## src/fsk_consts.svh

```systemverilog
`ifndef FSK_CONSTS_SVH
`define FSK_CONSTS_SVH

// Byte addresses of the programming port.
`define FSK_ADDR_TW1       6'h04
`define FSK_ADDR_TW2       6'h0A
`define FSK_ADDR_STEP      6'h10
`define FSK_ADDR_RATE      6'h1A
`define FSK_ADDR_CTRL      6'h1F

// Byte counts of the multi-byte registers.
`define FSK_WORD_BYTES     6'h06
`define FSK_RATE_BYTES     6'h03

// Control register field positions.
`define FSK_CTL_CLR_FREQ   7
`define FSK_CTL_CLR_ALL    6
`define FSK_CTL_TRIANGLE   5
`define FSK_CTL_MODE_LSB   0

// Reset values.
`define FSK_CTRL_RESET     8'h00
`define FSK_WORD_RESET     48'h000000000000
`define FSK_RATE_RESET     20'h00000

`endif

```

## src/fsk_pkg.sv

```systemverilog
package fsk_pkg;

	typedef enum logic [2:0] {
		FSK_MODE_SINGLE = 3'h0,
		FSK_MODE_KEYED  = 3'h1,
		FSK_MODE_RAMPED = 3'h2,
		FSK_MODE_CHIRP  = 3'h3,
		FSK_MODE_PSK    = 3'h4
	} fsk_mode_t;

endpackage

```

## src/fsk_rate_counter.sv

```systemverilog
`timescale 1ns/10ps
`include "fsk_consts.svh"

module fsk_rate_counter import fsk_pkg::*; #(
	parameter int RATE_W = 20
) (
	// Clock and reset
	input  wire logic              i_clk_sys,
	input  wire logic              i_rst,
	// Control
	input  wire logic              i_run,
	input  wire logic              i_restart,
	input  wire logic [RATE_W-1:0] i_count,
	// Tick out
	output logic                   o_pulse
);

	logic [RATE_W-1:0] cnt;
	logic [RATE_W:0]   gap;
	logic [RATE_W-1:0] load_q;
	logic [RATE_W-1:0] expect_n;
	logic              seen;
	wire               at_zero = (cnt == '0);

	always_ff @(posedge i_clk_sys or posedge i_rst) begin
		if (i_rst) begin
			cnt     <= '0;
			o_pulse <= 1'b0;
		end else if (!i_run || i_restart) begin
			cnt     <= i_count;
			o_pulse <= 1'b0;
		end else if (at_zero) begin
			cnt     <= i_count;
			o_pulse <= 1'b1;
		end else begin
			cnt     <= cnt - 1'b1;
			o_pulse <= 1'b0;
		end
	end

	// Helper state for the spacing check only.
	always_ff @(posedge i_clk_sys or posedge i_rst) begin
		if (i_rst) begin
			gap      <= '0;
			load_q   <= '0;
			expect_n <= '0;
			seen     <= 1'b0;
		end else begin
			gap <= o_pulse ? {{RATE_W{1'b0}}, 1'b1} : gap + 1'b1;
			if (i_run && !i_restart && at_zero)
				load_q <= i_count;
			if (o_pulse)
				expect_n <= load_q;
			seen <= (i_run && !i_restart) && (seen || o_pulse);
		end
	end
endmodule

```

## src/fsk_ramp_core.sv

```systemverilog
// Behaviour
// - Unramped keying: key low selects first word, high selects second.
// - Word switch is phase continuous after a two-clock key synchroniser and a one-clock output register.
// - Unramped keying otherwise behaves like single-frequency mode.
// - Ramped keying steps through intermediate frequencies, never jumps.
// - Ramp-rate counter is a 20-bit system-clock down-counter pulsing at zero.
// - Any keying input level change outside a triangle sweep starts the ramp-rate counter.
// - Ramp ticks are N+1 clocks apart, N from 1 to 2^20-1.
// - Counter stops at destination; output dwells while key level holds.
// - Each ramp tick adds the 48-bit step word to the accumulator or subtracts it, clamped at the destination.
// - Accumulator adds to or subtracts from start word per key state.
// - Early key toggle reverses the ramp at the same rate and step.
// - Triangle bit in ramped mode sweeps continuously, ignoring the key.
// - Triangle sweep starts at first word if key low, else second.
// - Step writes during a ramp take effect at once; rate writes take effect at the next counter reload.
// - Ramped output stays between first and second word frequencies.
// - Setting accumulator clear makes a one-clock pulse returning the accumulator to the ramp start point.
// - Clear held set re-fires on each update rising edge, restarting the ramp.
// - Clear-all holds both accumulators at zero until released.
// - Three-bit mode field: 001 unramped keying, 010 ramped keying.
`timescale 1ns/10ps
`include "fsk_consts.svh"

module fsk_ramp_core import fsk_pkg::*; #(
	parameter int FW     = 48,
	parameter int RATE_W = 20
) (
	// Clock and reset
	input  wire logic          i_clk_sys,
	input  wire logic          i_rst,
	// Programming port
	input  wire logic [5:0]    i_reg_addr,
	input  wire logic [7:0]    i_reg_wdata,
	input  wire logic          i_reg_wr,
	input  wire logic          i_reg_rd,
	output logic      [7:0]    o_reg_rdata,
	// Pins
	input  wire logic          i_keying_input,
	input  wire logic          i_update,
	// Synthesizer core
	output logic      [FW-1:0] o_ftw,
	output logic      [FW-1:0] o_phase
);

	logic [FW-1:0]     tuning_word_one;
	logic [FW-1:0]     tuning_word_two;
	logic [FW-1:0]     frequency_step_word;
	logic [RATE_W-1:0] ramp_interval_count;
	logic [7:0]        sweep_control;
	logic [2:0]        key_sync;
	logic [2:0]        upd_sync;
	logic              freq_clear_pulse;
	logic [FW-1:0]     frequency_accumulator;
	logic              tri_up;
	logic              tri_prev;
	logic              rate_pulse;

	function automatic logic in_range(input logic [5:0] addr, input logic [5:0] base, input logic [5:0] len);
		in_range = (addr >= base) && (addr < base + len);
	endfunction

	function automatic logic [FW-1:0] put48(input logic [FW-1:0] word, input logic [2:0] idx,
		input logic [7:0] data);
		logic [FW-1:0] w;
		w = word;
		w[(5 - idx) * 8 +: 8] = data;
		put48 = w;
	endfunction

	function automatic logic [7:0] get48(input logic [FW-1:0] word, input logic [2:0] idx);
		get48 = word[(5 - idx) * 8 +: 8];
	endfunction

	// Register decode.
	wire       hit_tw1   = in_range(i_reg_addr, `FSK_ADDR_TW1, `FSK_WORD_BYTES);
	wire       hit_tw2   = in_range(i_reg_addr, `FSK_ADDR_TW2, `FSK_WORD_BYTES);
	wire       hit_step  = in_range(i_reg_addr, `FSK_ADDR_STEP, `FSK_WORD_BYTES);
	wire       hit_rate  = in_range(i_reg_addr, `FSK_ADDR_RATE, `FSK_RATE_BYTES);
	wire       hit_ctrl  = (i_reg_addr == `FSK_ADDR_CTRL);
	wire [2:0] idx_tw1   = 3'(i_reg_addr - `FSK_ADDR_TW1);
	wire [2:0] idx_tw2   = 3'(i_reg_addr - `FSK_ADDR_TW2);
	wire [2:0] idx_step  = 3'(i_reg_addr - `FSK_ADDR_STEP);
	wire [2:0] idx_rate  = 3'(i_reg_addr - `FSK_ADDR_RATE);
	wire [23:0] rate_24  = {4'h0, ramp_interval_count};
	// A rate byte is merged into the 24-bit image, so the unused top nibble falls away cleanly.
	wire [23:0] rate_merged = (idx_rate == 3'h0) ? {i_reg_wdata, rate_24[15:0]} :
	                          (idx_rate == 3'h1) ? {rate_24[23:16], i_reg_wdata, rate_24[7:0]} :
	                          {rate_24[23:8], i_reg_wdata};
	wire [7:0] rd_byte   = hit_tw1  ? get48(tuning_word_one, idx_tw1) :
	                       hit_tw2  ? get48(tuning_word_two, idx_tw2) :
	                       hit_step ? get48(frequency_step_word, idx_step) :
	                       hit_rate ? rate_24[(2 - idx_rate) * 8 +: 8] :
	                       hit_ctrl ? sweep_control : 8'h00;

	// Control fields.
	// Mode field decode.
	wire [2:0] mode_bits = sweep_control[`FSK_CTL_MODE_LSB +: 3];
	wire       keyed_on  = (mode_bits == FSK_MODE_KEYED);
	wire       ramp_on   = (mode_bits == FSK_MODE_RAMPED);
	wire       clr_freq  = sweep_control[`FSK_CTL_CLR_FREQ];
	wire       clr_all   = sweep_control[`FSK_CTL_CLR_ALL];
	wire       tri_on    = ramp_on && sweep_control[`FSK_CTL_TRIANGLE];

	// Pin synchronisers; stage 0 is only read by stage 1.
	wire       key_s     = key_sync[1];
	// A key level change restarts the counter outside a triangle sweep.
	wire       key_edge  = key_sync[1] ^ key_sync[2];
	wire       upd_rise  = upd_sync[1] && !upd_sync[2];
	wire       tri_rise  = tri_on && !tri_prev;

	wire          up       = tri_on ? tri_up : key_s;
	wire [FW-1:0] span     = tuning_word_two - tuning_word_one;
	wire          at_dest  = up ? (frequency_accumulator == span) : (frequency_accumulator == '0);
	// Position moves by at most one step per tick.
	wire [FW:0]   sum      = {1'b0, frequency_accumulator} + {1'b0, frequency_step_word};
	// Clamp the final step at the destination.
	wire [FW-1:0] up_next  = (sum >= {1'b0, span}) ? span : sum[FW-1:0];
	wire [FW-1:0] dn_next  = (frequency_accumulator <= frequency_step_word) ? '0 :
	                         frequency_accumulator - frequency_step_word;
	// Counter idles once the destination is reached.
	wire          rate_run = ramp_on && !clr_all && (tri_on || !at_dest);
	// A key edge must not restart the counter during a triangle sweep.
	wire          rate_restart = (key_edge && !tri_on) || freq_clear_pulse || tri_rise;
	wire          step_now = rate_pulse && rate_run && !rate_restart;
	wire          arrive   = step_now && (up ? (up_next == span) : (dn_next == '0));

	// Clear-all wins over every other accumulator source.
	// Triangle start point follows the key at the rising edge.
	// Clear pulse returns the accumulator to the start point.
	// Reversal keeps the current position and only flips direction.
	wire [FW-1:0] next_accum = clr_all          ? '0 :
	                           tri_rise         ? (key_s ? span : '0) :
	                           freq_clear_pulse ? (up ? '0 : span) :
	                           step_now         ? (up ? up_next : dn_next) :
	                           frequency_accumulator;

	// Output is the first word plus the distance travelled upward.
	// Position stays within zero to span, so output stays in band.
	// Key selects the tuning word in unramped mode.
	// Any other mode falls back to the first word.
	wire [FW-1:0] next_ftw = clr_all  ? '0 :
	                         keyed_on ? (key_s ? tuning_word_two : tuning_word_one) :
	                         ramp_on  ? tuning_word_one + frequency_accumulator :
	                         tuning_word_one;

	always_ff @(posedge i_clk_sys or posedge i_rst) begin
		if (i_rst) begin
			tuning_word_one     <= `FSK_WORD_RESET;
			tuning_word_two     <= `FSK_WORD_RESET;
			frequency_step_word <= `FSK_WORD_RESET;
			ramp_interval_count <= `FSK_RATE_RESET;
			sweep_control       <= `FSK_CTRL_RESET;
		end else if (i_reg_wr) begin
			// Step and rate bytes land straight in the live registers.
			if (hit_tw1)
				tuning_word_one <= put48(tuning_word_one, idx_tw1, i_reg_wdata);
			if (hit_tw2)
				tuning_word_two <= put48(tuning_word_two, idx_tw2, i_reg_wdata);
			if (hit_step)
				frequency_step_word <= put48(frequency_step_word, idx_step, i_reg_wdata);
			if (hit_rate)
				ramp_interval_count <= rate_merged[RATE_W-1:0];
			if (hit_ctrl)
				sweep_control <= i_reg_wdata;
		end
	end

	always_ff @(posedge i_clk_sys or posedge i_rst) begin
		if (i_rst) begin
			key_sync    <= 3'h0;
			upd_sync    <= 3'h0;
			o_reg_rdata <= 8'h00;
		end else begin
			key_sync    <= {key_sync[1:0], i_keying_input};
			upd_sync    <= {upd_sync[1:0], i_update};
			o_reg_rdata <= i_reg_rd ? rd_byte : o_reg_rdata;
		end
	end

	// One-clock clear on a control write with the bit set.
	// Held bit re-fires on every update rising edge.
	always_ff @(posedge i_clk_sys or posedge i_rst) begin
		if (i_rst)
			freq_clear_pulse <= 1'b0;
		else
			freq_clear_pulse <= (i_reg_wr && hit_ctrl && i_reg_wdata[`FSK_CTL_CLR_FREQ]) ||
			                    (clr_freq && upd_rise);
	end

	// Direction flips on arrival, so each end dwells one interval.
	always_ff @(posedge i_clk_sys or posedge i_rst) begin
		if (i_rst) begin
			frequency_accumulator <= '0;
			tri_up                <= 1'b0;
			tri_prev              <= 1'b0;
		end else begin
			frequency_accumulator <= next_accum;
			tri_prev              <= tri_on;
			if (tri_rise)
				tri_up <= !key_s;
			else if (tri_on && arrive)
				tri_up <= !tri_up;
		end
	end

	// One-clock pipeline; the phase accumulator is never reloaded, so
	// a word change keeps the running phase.
	// Clear-all holds the phase at zero.
	always_ff @(posedge i_clk_sys or posedge i_rst) begin
		if (i_rst) begin
			o_ftw   <= '0;
			o_phase <= '0;
		end else begin
			o_ftw   <= next_ftw;
			o_phase <= clr_all ? '0 : o_phase + o_ftw;
		end
	end

	fsk_rate_counter #(
		.RATE_W (RATE_W)
	) u_rate (
		.i_clk_sys (i_clk_sys),
		.i_rst     (i_rst),
		.i_run     (rate_run),
		.i_restart (rate_restart),
		.i_count   (ramp_interval_count),
		.o_pulse   (rate_pulse)
	);
endmodule

```

## config.mk

```make
export PLATFORM = sky130hd
export DESIGN_NAME = fsk_ramp_core
export DESIGN_NICKNAME = d
export VERILOG_FILES = /design/src/fsk_pkg.sv /design/src/fsk_rate_counter.sv /design/src/fsk_ramp_core.sv
export VERILOG_INCLUDE_DIRS = /design/src /design/src/src
export SDC_FILE = /design/constraint.sdc
export NUM_CORES = 2
export LEC_CHECK = 0
export ABC_AREA = 1
export BUFFER_PORTS_ARGS = -buffer_cell sky130_fd_sc_hd__buf_4
export CAP_MARGIN = 20
export CORE_MARGIN = 5
export CORE_UTILIZATION = 41
export DETAILED_ROUTE_END_ITERATION = 10
export PLACE_DENSITY = 0.54
export SYNTH_ARGS = -nofsm -noshare
export SYNTH_HDL_FRONTEND = slang
export SYNTH_SLANG_ARGS = --single-unit
```

## constraint.sdc

```tcl
create_clock -name i_clk_sys -period 14.7 [get_ports i_clk_sys]
set_input_delay 2.94 -clock i_clk_sys [delete_from_list [all_inputs] [get_ports i_clk_sys]]
set_output_delay 2.94 -clock i_clk_sys [all_outputs]
set_load 0.1 [all_outputs]
```

### Word level (Yosys, flattened, before mapping)

Index checks and enable logic that the tools add are counted.

| cells by class | value |
|---|---|
| $add $sub $neg | 17 |
| magnitude comparators | 10 |
| equality and inequality tests | 6 |
| shift-type cells | 10 |
| multiplexer cells | 33 |
| bitwise operators | 3 |
| reductions and logical operators | 44 |

Operator list:

| operator | number |
|---|---|
| $mux W48 | 14 |
| $bwmux W48 | 3 |
| $shift A8 B34 Y48 const A | 3 |
| $shiftx A48 B33 Y8 | 3 |
| $shiftx A8 B34 Y48 | 3 |
| $neg A32 Y34 | 3 |
| $add A48 B48 Y48 | 2 |
| $eq A48 B48 Y1 | 2 |
| $logic_not A48 Y1 | 2 |
| $sub A48 B48 Y48 | 2 |
| $mux W20 | 3 |
| $add A48 B48 Y49 | 1 |
| $ge A49 B48 Y1 | 1 |
| $le A48 B48 Y1 | 1 |
| $mux W8 | 5 |
| $shiftx A24 B33 Y8 | 1 |
| $logic_not A20 Y1 | 1 |
| $sub A20 B1 Y20 const B | 1 |
| $lt A6 B5 Y1 const B | 3 |
| $logic_and A1 B1 Y1 | 17 |
| $mux W16 | 1 |
| $ge A6 B5 Y1 const B | 2 |
| $sub A3 B3 Y4 const A | 3 |
| $logic_not A1 Y1 | 9 |
| other kinds (20) | 37 |

| word-level totals | value |
|---|---|
| flip-flop bits (word level) | 354 |
| bits of input ports | 20 |
| output and inout port bits | 104 |
| word-level logic and storage cells | 141 |

### Longest topological paths before layout

| depth | value |
|---|---|
| depth in word-level cells | 13 |
| depth in mapped cells | 45 |
| mapped depth without buffers | 44 |

### Modules after synthesis

A second synthesis with hierarchy kept.

| second synthesis, totals | value |
|---|---|
| cell total of the unflattened synthesis | 5602 |
| area, all modules | 36264.8 um^2 |

Modules (own cells, without submodules):

| module | instances | cells an instance | area an instance (um^2) | sequential area each (um^2) |
|---|---|---|---|---|
| fsk_ramp_core | 1 | 5408 | 34860.9 | 8333.0 |
| fsk_rate_counter | 1 | 194 | 1403.8 | 525.5 |

### Worst setup path after synthesis

Ideal clock, no wire load.

| timing path | value |
|---|---|
| path type | input -> register |
| from | in i_reg_addr[0] |
| to | reg tuning_word_one[0] |
| library setup time | 133 ps |
| data arrival time | 5975 ps |
| data required time | 14567 ps |
| slack | 8592 ps |
| cell stages on the path | 15 |
| buffers on the path | 6 |
| cells stage by stage | clkbuf_1 > clkinv_1 > clkbuf_1 > buf_1 > buf_1 > clkbuf_1 > ha_1 > nand2_1 > nor2_1 > nand2_1 > clkinv_1 > nand4_1 > clkbuf_1 > a21oi_1 > a21oi_1 |

| between the ends | value |
|---|---|
| cells in the longest elaborated chain, start to end | 5 |
| elaborated cells on any way between the ends | 10 |
| classes of those cells | add/sub (3); order compare (2); shift (2); mux (1); reduce/logical (2) |

Ends and longest elaborated chain:

| item | line | RTL |
|---|---|---|
| start, declared | fsk_ramp_core.sv:32 | `input wire logic [5:0] i_reg_addr,` |
| $sub A3 B3 Y3 (no line) | n/a |  |
| $sub A3 B3 Y4 | fsk_ramp_core.sv:66 | `w[(5 - idx) * 8 +: 8] = data;` |
| $neg A32 Y34 | fsk_ramp_core.sv:66 |  |
| $shiftx A8 B34 Y48 / $shift A8 B34 Y48 (equally long branches) | fsk_ramp_core.sv:66 |  |
| $bwmux W48 | fsk_ramp_core.sv:66 |  |
| end signal, assigned | fsk_ramp_core.sv:148 | `` tuning_word_one <= `FSK_WORD_RESET; `` |
| end signal, assigned | fsk_ramp_core.sv:156 | `tuning_word_one <= put48(tuning_word_one, idx_tw1, i_reg_wdata);` |
| end, declared | fsk_ramp_core.sv:45 | `logic [FW-1:0] tuning_word_one;` |

Parallel ways exist; a longest one is shown, timed or not.
A chain may end at the register's enable or synchronous reset.

### Worst setup path after layout

| timing path | value |
|---|---|
| from | reg frequency_step_word[0] |
| to | reg tri_up |

| between the ends | value |
|---|---|
| cells in the longest elaborated chain, start to end | 8 |
| elaborated cells on any way between the ends | 12 |
| classes of those cells | add/sub (2); order compare (2); eq/ne (1); mux (3); reduce/logical (4) |

Ends and longest elaborated chain:

| item | line | RTL |
|---|---|---|
| start, declared | fsk_ramp_core.sv:47 | `logic [FW-1:0] frequency_step_word;` |
| start signal, assigned | fsk_ramp_core.sv:150 | `` frequency_step_word <= `FSK_WORD_RESET; `` |
| start signal, assigned | fsk_ramp_core.sv:160 | `frequency_step_word <= put48(frequency_step_word, idx_step, i_reg_wdata);` |
| $add A48 B48 Y49 | fsk_ramp_core.sv:115 | `wire [FW:0] sum = {1'b0, frequency_accumulator} + {1'b0, frequency_step_word};` |
| $ge A49 B48 Y1 | fsk_ramp_core.sv:117 | `wire [FW-1:0] up_next = (sum >= {1'b0, span}) ? span : sum[FW-1:0];` |
| $mux W48 | fsk_ramp_core.sv:117 |  |
| $eq A48 B48 Y1 | fsk_ramp_core.sv:125 | `wire arrive = step_now && (up ? (up_next == span) : (dn_next == '0));` |
| $mux W1 (*) | fsk_ramp_core.sv:125 |  |
| $logic_and A1 B1 Y1 (*) | fsk_ramp_core.sv:125 |  |
| $logic_and A1 B1 Y1 (*) | fsk_ramp_core.sv:201 | `else if (tri_on && arrive)` |
| $reduce_bool A2 Y1 (no line) (*) | n/a |  |
| end signal, assigned | fsk_ramp_core.sv:200 | `tri_up <= !key_s;` |
| end signal, assigned | fsk_ramp_core.sv:202 | `tri_up <= !tri_up;` |
| end, declared | fsk_ramp_core.sv:54 | `logic tri_up;` |

Every way passes the cells marked *; elsewhere a longest branch is shown, timed or not.

==> out/results.ini <==
[die]
io_pins=124
fp.dieW_microns=306
fp-row-count=108
die-area_sq_um=93900
dieHeight_microns=306
start_util=0.414
core-area_sq_um=87000

[final_layout]
post-route-util=0.452
layout-drive-gt1-share=0.0668
syn_to_final_growth_pct=9.29
final.fill_count=9355
layout.nets=5841

[synthesis]
synth_warnings=0
synth_edf_count=0
ys_ff_latch=354
syn_area_per_cell_sq_um=6.54
seq_area_frac_synth=0.246
synth_top_cells_by_count=nand2_1 (1173), inv_1 (673), a21oi_1 (579)
synth_top_area_share=0.246
syn-cell-area_sq_um=36000
synthCells=5503
synth_area_leader_cell=dfrtp_1
synth-main-ff-cell=dfrtp_1
yosys.cell_count.top_type=nand2_1
synth_area_leaders=dfrtp_1 (25%), nand2_1 (12%), ha_1 (11%), a21oi_1 (8.0%), o21ai_0 (7.2%)
synthArstFlopShare=1.00
syn_nets=5835
yosys.cell_types.count=68

[timing]
rsz0062_at_grt=no
slew_headroom=0.320
setup_viol_count_final=0
worstMarginPinSlew_ns=1.01
finalCritPeriodShare=0.542
skew_ns=0.0687
min_period_ns=7.97
drv_slew=0
hold_viol_final=0
fmax_ghz=0.125
fin_tns_setup_ns=0

[worst_setup_path]
critPathBufInv=4
required_ns=15.21
cp-start-kind=register
slowest_stage=nor3_1
crit_path_max_incr_delay_ns=0.53
worstPathArrival_ns=8.48
reg2reg_from=frequency_step_word[0]
critical_path.max_fanout=38
crit_path_start=frequency_step_word[0]
crit_family=simple AND/OR/NAND/NOR gates
endpoint_kind=register
crit_type=reg -> reg
crit_path_frequent_cell=nand2_1

[cts]
clk_pin_slew_ns=0.06
cts_tree=done
cts_sinks=354
cts_max_level=2
numCtsBuffers=45
cts_setup_buffers=0
ctsResizeCount=0
root_buffer=clkbuf_16
holdBufCountCts=0
clock_latency_ns=0.63
cts_buffer_depth=3

[min_path]
hp-start=key_sync[0]
min_path_type=reg -> reg

[pwr]
p_leak_nw=19.3
powerDensity_nw_per_um2=181
vdd_drop_max_uv=235

[job]
maxCapViolCount=0

[route]
via_count=38800
drt-pass1-iter-count=6
ant_nets=0
vias_per_cell=5.79
avgRoutedWirePerCell_microns=23.7
drt_iter0_markers=4081
drc=0
wirelength_mm=159

[global_routing]
grt_use_total=0.325
grt_max_degree=126
grt_pass1_vias=35400
overflow=0
grt_pass1_wl_mm=234
antenna_found_initial=7

[place]
hpwl_mm=127
gp_congestion=1.01
io_buffers=123

[status]
status=finished clean

==> layout make-up <==
| class | count | area (sq um) | share of cell area |
|---|---|---|---|
| Sequential cell | 354 | 8860 | 0.225 |
| Clock inverter | 19 | 253 | 0.00642 |
| Timing Repair Buffer | 164 | 1260 | 0.0321 |
| Multi-Input combinational cell | 4236 | 23600 | 0.599 |
| Inverter | 708 | 2670 | 0.0678 |
| Tap cell | 1155 | 1450 | 0.0367 |
| Antenna cell | 8 | 20.0 | 0.000509 |
| Clock buffer | 62 | 1270 | 0.0323 |
==> per-layer routing <==
metal	vias to the layer above	wire length [microns]	GRT usage
met5	-	9	0
met4	2	5810	0.101
met3	292	13400	0.0660
met2	1567	69300	0.502
met1	18400	70500	0.459
li1	18500	-	-
==> cell usage in the layout, fill, tap and decap left out, types with 55 or more instances in the layout <==
cell / count
a21oi_1: 579
a31oi_1: 87
buf_4: 162
dfrtp_1: 353
ha_1: 305
inv_1: 671
nand2_1: 1173
nand3_1: 220
nand4_1: 100
nor2_1: 548
o211ai_1: 55
o21ai_0: 515
o21ai_1: 61
xor2_1: 138
==> sequential cells by signal, summed over array words and instances (netlist names), 20 cells and up <==
name / count
tuning_word_one: 48
ramp_interval_count: 20
frequency_step_word: 48
u_rate.cnt: 20
o_ftw: 48
frequency_accumulator: 48
o_phase: 48
tuning_word_two: 48
==> final timing paths <==
| kind | end | slack (ns) | depth (start not counted) |
|---|---|---|---|
| worst max register to register | tri_up | 6.73 | 39 |
| worst min-delay path | key_sync[1] | 0.35 | 0 |
| max in group asynchronous | frequency_accumulator[41] | 10.96 | 3 |
| worst max-delay path | tri_up | 6.73 | 39 |
| worst min register to register | key_sync[1] | 0.35 | 0 |
| min in group asynchronous | u_rate.cnt[3] | 2.46 | 2 |
==> power by group <==
part	leakage [nW]	total (mW)	internal, mW	switching [mW]
clock	0.735	1.16	0.679	0.485
combinational	14.0	4.61	1.35	3.27
sequential	4.64	1.33	1.10	0.236
==> logic make-up (layout without fill, tap and decap cells) <==
kind of cell | after synthesis | in the layout | synth area share
mux | 8 | 8 | 0.00222
other cells | 0 | 8 | 0
simple gates | 2206 | 2206 | 0.256
buf+inv | 913 | 953 | 0.100
fa+ha+maj | 312 | 312 | 0.110
xor+xnor | 189 | 189 | 0.0474
compound gates | 1521 | 1521 | 0.238
flops | 354 | 354 | 0.246
==> stage by stage <==
stage	setup slack, ns	hold slack [ns]	cells	area (sq um)	power [mW]
floorplan	1.94	0.331	5503	36000	4.45
global placement	6.48	0.338	6616	37800	5.85
detailed placement	6.40	0.339	6616	37800	5.85
CTS	7.04	0.354	6697	39300	7.03
global route	6.36	0.367	6698	39300	7.60
finish	6.73	0.353	6706	39400	7.11
No activity file was read; power rests on OpenSTA's default activity.
